$ cat src/logic/cmpc_pkg.sv
// Functional notes
// - Once lock is 1, the whole control word, lock included, ignores writes.
// - Lock bit 31 is set once by software; only system reset clears it.
// - With a valid blanking source, output is result AND NOT blanking signal.
// - Mode 2'b00 is fastest and highest power; 2'b11 is slowest and lowest.
// - Bit 30 mirrors the comparator output after polarity and blanking, through two flops.
// - Polarity and pin routing work without the bus clock.
// - Register interface is synchronous to the peripheral bus clock.
// - Each comparator output drives its own external interrupt line.
// - Shared scaler stays powered while either scaler enable bit 23 is set.
// - Output reaches internal destinations and pins at the same time.
// - Output is offered to a timer input channel; the timer picks it.
// - Hysteresis setting includes a choice with no hysteresis.
// - Polarity bit 15 passes result when 0, inverts it when 1.
// - Blanking 000 none; 001, 010, 100, 101 pick timer compares; rest reserved.
// - Bit 0 disables the comparator when 0, enables it when 1.
package cmpc_pkg;
   // ==========================================================
   // Bus and register map
   localparam int          ADDR_W      = 12;
   localparam logic [11:0] OFS_CS0     = 12'h000;
   localparam logic [11:0] OFS_CS1     = 12'h004;
   localparam logic [31:0] CS_RESET    = 32'h0000_0000;
   // Bits that software may write while unlocked
   localparam logic [31:0] CS_WR_MASK  = 32'h80df_887d;
   // ==========================================================
   // Field positions
   localparam int BIT_LOCK    = 31;
   localparam int BIT_MIRROR  = 30;
   localparam int BIT_SCALER  = 23;
   localparam int BIT_BRIDGE  = 22;
   localparam int BLK_LSB     = 18;
   localparam int HYST_LSB    = 16;
   localparam int BIT_INVERT  = 15;
   localparam int BIT_SWITCH  = 11;
   localparam int MSEL_LSB    = 4;
   localparam int MODE_LSB    = 2;
   localparam int BIT_ON      = 0;
   // ==========================================================
   // Blanking source codes, hysteresis off and fast mode codes
   localparam logic [2:0] BLK_NONE = 3'h0;
   localparam logic [2:0] BLK_SRC0 = 3'h1;
   localparam logic [2:0] BLK_SRC1 = 3'h2;
   localparam logic [2:0] BLK_SRC2 = 3'h4;
   localparam logic [2:0] BLK_SRC3 = 3'h5;
   localparam logic [1:0] HYST_OFF = 2'h0;
   localparam logic [1:0] MODE_FAST = 2'h0;

   // Analogue control bundle for one comparator
   typedef struct packed {
      logic       comparator_on;
      logic [1:0] speed_power_mode;
      logic [1:0] hysteresis_level;
      logic [2:0] inverting_input_select;
      logic       input_pin_switch;
   } cmpc_ctrl_t;
endpackage : cmpc_pkg

$ cat src/logic/cmpc_out_path.sv
`timescale 1ns/1ps
// Clockless output conditioning for one comparator
module cmpc_out_path
   import cmpc_pkg::*;
(
   input  wire logic       raw_result,
   input  wire logic       output_invert,
   input  wire logic [2:0] blanking_select,
   input  wire logic [3:0] blank_src,
   output logic            result
);
   logic blank;
   logic polar;

   // ==========================================================
   // Blanking source choice; reserved codes blank nothing
   always_comb begin
      unique case (blanking_select)
         BLK_SRC0: blank = blank_src[0];
         BLK_SRC1: blank = blank_src[1];
         BLK_SRC2: blank = blank_src[2];
         BLK_SRC3: blank = blank_src[3];
         default:  blank = 1'b0;
      endcase
   end

   // No flop here so deep sleep keeps the path alive
   assign polar  = raw_result ^ output_invert;
   assign result = polar & ~blank;
endmodule : cmpc_out_path

$ cat src/logic/cmpc_top.sv
`timescale 1ns/1ps
// Two-comparator control, status and output conditioning
module cmpc_top
   import cmpc_pkg::*;
(
   input  wire logic              ref_clk,
   input  wire logic              rstn,
   input  wire logic              psel,
   input  wire logic              penable,
   input  wire logic              pwrite,
   input  wire logic [ADDR_W-1:0] paddr,
   input  wire logic [31:0]       pwdata,
   output logic [31:0]            prdata,
   output logic                   pready,
   output logic                   pslverr,
   input  wire logic [1:0]        cmp_raw,
   input  wire logic [3:0]        blank_src,
   output logic [1:0]             cmp_pin_o,
   output logic [1:0]             cmp_timer_o,
   output logic [1:0]             cmp_external_interrupt_controller_o,
   output cmpc_ctrl_t [1:0]       cmp_ctrl_o,
   output logic                   scaler_enable_o,
   output logic                   bridge_enable_o
);
   logic [31:0] cs_q [2];
   logic [31:0] cs_d [2];
   logic [1:0]  final_out;
   logic [1:0]  mir_meta_q;
   logic [1:0]  mir_q;
   logic [31:0] prdata_d;
   logic        pready_d;
   logic        pslverr_d;
   logic        hit0;
   logic        hit1;
   logic        wr_acc;

   // ==========================================================
   // Output paths, one per comparator
   for (genvar i = 0; i < 2; i++) begin : g_path
      cmpc_out_path u_path (
         .raw_result      (cmp_raw[i]),
         .output_invert   (cs_q[i][BIT_INVERT]),
         .blanking_select (cs_q[i][BLK_LSB +: 3]),
         .blank_src       (blank_src),
         .result          (final_out[i])
      );
   end

   // Same signal fans out to pin, timer and interrupt line at once;
   // these stay combinational so they work without the bus clock
   assign cmp_pin_o   = final_out;
   assign cmp_timer_o = final_out;
   assign cmp_external_interrupt_controller_o  = final_out;

   // ==========================================================
   // Mirror synchroniser: result is asynchronous to the bus clock
   always_ff @(posedge ref_clk) begin
      if (!rstn) begin
         mir_meta_q <= 2'h0;
         mir_q      <= 2'h0;
      end else begin
         mir_meta_q <= final_out;
         mir_q      <= mir_meta_q;
      end
   end

   // ==========================================================
   // Bus decode
   assign hit0   = (paddr == OFS_CS0);
   assign hit1   = (paddr == OFS_CS1);
   assign wr_acc = psel && penable && pwrite && pready;

   // Register next values; lock freezes the whole word
   always_comb begin
      for (int i = 0; i < 2; i++) begin
         cs_d[i] = cs_q[i];
      end
      if (wr_acc && hit0 && !cs_q[0][BIT_LOCK]) begin
         cs_d[0] = pwdata & CS_WR_MASK;
      end
      if (wr_acc && hit1 && !cs_q[1][BIT_LOCK]) begin
         cs_d[1] = pwdata & CS_WR_MASK;
      end
   end

   // Read data, ready and error prepared in the setup cycle
   always_comb begin
      prdata_d  = 32'h0000_0000;
      pready_d  = psel && !penable;
      pslverr_d = 1'b0;
      if (psel && !penable) begin
         if (hit0) begin
            prdata_d             = cs_q[0];
            prdata_d[BIT_MIRROR] = mir_q[0];
         end else if (hit1) begin
            prdata_d             = cs_q[1];
            prdata_d[BIT_MIRROR] = mir_q[1];
         end else begin
            pslverr_d = 1'b1; // Unmapped: zero data with error
         end
      end
      // Locked targets still answer cleanly
   end

   // ==========================================================
   // Registers on the bus clock
   always_ff @(posedge ref_clk) begin
      if (!rstn) begin
         cs_q[0]         <= CS_RESET;
         cs_q[1]         <= CS_RESET;
         prdata          <= 32'h0000_0000;
         pready          <= 1'b0;
         pslverr         <= 1'b0;
         scaler_enable_o <= 1'b0;
         bridge_enable_o <= 1'b0;
         cmp_ctrl_o      <= '0;
      end else begin
         cs_q[0]         <= cs_d[0];
         cs_q[1]         <= cs_d[1];
         prdata          <= prdata_d;
         pready          <= pready_d;
         pslverr         <= pslverr_d;
         // Shared scaler: off only when both enables are clear
         scaler_enable_o <= cs_d[0][BIT_SCALER] | cs_d[1][BIT_SCALER];
         bridge_enable_o <= cs_d[0][BIT_BRIDGE] | cs_d[1][BIT_BRIDGE];
         for (int i = 0; i < 2; i++) begin
            cmp_ctrl_o[i].comparator_on          <= cs_d[i][BIT_ON];
            cmp_ctrl_o[i].speed_power_mode       <= cs_d[i][MODE_LSB +: 2];
            cmp_ctrl_o[i].hysteresis_level       <= cs_d[i][HYST_LSB +: 2];
            cmp_ctrl_o[i].inverting_input_select <= cs_d[i][MSEL_LSB +: 3];
            cmp_ctrl_o[i].input_pin_switch       <= cs_d[i][BIT_SWITCH];
         end
      end
   end

   // ==========================================================
   // Checks
   logic [1:0] expect_out;
   always_comb begin
      for (int i = 0; i < 2; i++) begin
         expect_out[i] = (cmp_raw[i] ^ cs_q[i][BIT_INVERT])
                         & ~((cs_q[i][BLK_LSB +: 3] == BLK_SRC0) & blank_src[0]
                           | (cs_q[i][BLK_LSB +: 3] == BLK_SRC1) & blank_src[1]
                           | (cs_q[i][BLK_LSB +: 3] == BLK_SRC2) & blank_src[2]
                           | (cs_q[i][BLK_LSB +: 3] == BLK_SRC3) & blank_src[3]);
      end
   end
endmodule : cmpc_top

$ cat config.mk
export PLATFORM = sky130hd
export DESIGN_NAME = cmpc_top
export DESIGN_NICKNAME = d
export VERILOG_FILES = /design/src/logic/cmpc_pkg.sv /design/src/logic/cmpc_out_path.sv /design/src/logic/cmpc_top.sv
export SDC_FILE = /design/constraint.sdc
export NUM_CORES = 1
export LEC_CHECK = 0
export BUFFER_PORTS_ARGS = -buffer_cell sky130_fd_sc_hd__buf_2
export CAP_MARGIN = 20
export CORE_ASPECT_RATIO = 1.75
export CORE_MARGIN = 4
export CORE_UTILIZATION = 48
export DETAILED_ROUTE_END_ITERATION = 8
export HOLD_SLACK_MARGIN = 0.06
export PLACE_DENSITY = 0.88
export SYNTH_ARGS = -nofsm -noshare
export SYNTH_HDL_FRONTEND = slang
export SYNTH_SLANG_ARGS = --single-unit
$ cat constraint.sdc
create_clock -name ref_clk -period 3.24 [get_ports ref_clk]
set_clock_uncertainty 0.2 [all_clocks]
set_input_delay 0.162 -clock ref_clk [delete_from_list [all_inputs] [get_ports ref_clk]]
set_output_delay 0.162 -clock ref_clk [all_outputs]
set_load 0.05 [all_outputs]
==> qor.yml <==
total_power_mw: 1.52
place.gp.congestion: 0.790
cp.required_ps: 3310
min_period_ps: 2650
core_area_um2: 5060
portBuffers: 83
synth-edff-count: 0
cts_root_buf: "clkbuf_8"
ctsResizeCount: 0
synth-main-ff-cell: "dfxtp_1"
first_pass_iters: 5
slew_headroom: 0.414
p_leak_nw: 1.30
ys_seq_elements: 57
dieArea_um2: 6580
drt-total-wl_um: 6880
cp_max_fo: 32
layout_common_cells: "buf_2 (83), dfxtp_1 (57), a21oi_1 (32), nand3_1 (30)"
viasPerCell: 5.55
clk_pin_slew_worst_paths_ps: 60
max_freq_mhz: 377
clock_path_buffers: 2
hold_violations: 0
detailed_place_hpwl_um: 4380
drv_slew: 0
io_pins: 115
tns_ps: 0
status: "finished clean"
drc: 0
synth.distinct_cells: 35
grtUsageTotal: 0.214
worstPathArrival_ps: 2720
drtAntennaViolNets: 0
grt_pass1_vias: 2355
seq_area_frac_synth: 0.448
grt_max_degree: 37
crit_type: "in -> reg"
netlist_area_um2: 2550
ys_async_sr_fraction: 0
cts_tree: "yes"
diodes: 0
avgRoutedWirePerCell_um: 16.3
synth.avg_cell_area_um2: 8.87
gr-total-overflow: 0
final.period_utilization: 0.819
setup_viol: 0
drtIter0Drc: 96
clk_latency_ps: 330
crit_path_end_kind: "flip-flop"
holdWs_ps: 115
grt_pass1_wl_um: 11100
yosys_warnings: 0
antenna_found_initial: 0
rsz0062_at_grt: "false"
syn_to_final_growth_pct: 23.3
drv_cap: 0
cts.sinks: 57
min-delay-path-class: "in -> reg"
critPathLaunchType: "primary input"
design_area_um2: 3140
tightest_slew_ps: 877
die_x_um: 63.1
max-vdd-ir-drop_v: 0.000372
cts_made_buffers: 9
p_per_area_nw_per_um2: 482
dieHeight_um: 104
nets: 420
start_util: 0.503
vias: 2349
rows: 34
drive_gt1_frac: 0.317
syn-instance-count: 287
final_common_cell: "buf_2"
htree_levels: 3
place_area_um2: 2730
## final timing paths
path                    to  slack, ps          start  cells past startpoint
min reg2reg       mir_q[0]        240  mir_meta_q[0]                      1
min          mir_meta_q[0]        120   blank_src[1]                      3
max reg2reg    cs_q[0][63]       1030         pready                      6
max            cs_q[0][63]        590       paddr[6]                      8
## Yosys cell counts, drive strengths merged (3+ instances only)
cell    count  area (um2)
o21ai      30         165
nand3b      3        22.5
a31oi       4        25.0
dfxtp      57        1140
buf        49         368
nand3      30         150
or4         3        30.0
a21oi      32         160
clkbuf      9        33.8
a22oi      17         128
nor3        6        35.0
nor2       22        82.6
nor4        4        55.1
## kinds of logic after synthesis
family                 synth area share
XOR/XNOR                        0.00688
other                           0.00147
AO/OA/AOI/OAI                     0.194
buffers and inverters             0.161
multiplexers                    0.00884
AND/OR/NAND/NOR                   0.180
flip-flops                        0.448
## layout make-up
cell class / instances / area (um2)
Multi-Input combinational cell: 184 / 1050
Sequential cell: 57 / 1140
Inverter: 2 / 7.51
Clock inverter: 3 / 40.0
Tap cell: 54 / 67.6
Fill cell: 420 / 1920
Clock buffer: 12 / 155
Timing Repair Buffer: 111 / 681
## routing by layer
| metal | track usage | routed length (um) | vias up |
|---|---|---|---|
| met5 | 0 | 0 | - |
| met4 | 0.139 | 233 | 0 |
| met3 | 0.0454 | 412 | 19 |
| met2 | 0.376 | 3660 | 106 |
| met1 | 0.225 | 2570 | 1101 |
| li1 | - | - | 1123 |
## state kept, by name, summed over array words and instances, names as in the netlist
| signal | count |
|---|---|
| bridge_enable_o | 1 |
| cmp_ctrl_o | 8 |
| cs_q | 24 |
| mir_meta_q | 2 |
| mir_q | 2 |
| prdata | 17 |
| pready | 1 |
| pslverr | 1 |
| scaler_enable_o | 1 |
## critical path, stage by stage
cell and delay (ps):
dlygate4sd3_1 530, buf_2 110, or4_4 480, nor4_4 280, buf_4 360, a31oi_1 130
dlygate4sd3_1 570, nor2_1 80
## metrics by stage
stage / util / setup slack (ps) / std cells
3_5_place_dp: 0.538 / 841 / 386
4_1_cts: 0.620 / 630 / 423
3_3_place_gp: 0.538 / 876 / 386
2_1_floorplan: - / 1130 / 301
5_1_grt: 0.620 / 493 / 423
6_report: 0.620 / 588 / 423
## power by group
group	total, mW	leakage [nW]	switching (mW)	internal (mW)
clock network	0.659	0.102	0.269	0.390
logic	0.151	0.737	0.105	0.0459
registers	0.705	0.460	0.000853	0.704
total	1.52	1.30	0.375	1.14
## repair_timing
item                      in CTS  in global routing
setup buffers                  0                  0
hold buffers                  22                  0
hold endpoints to repair      39                  0
No activity file was read; power rests on OpenSTA's default activity.
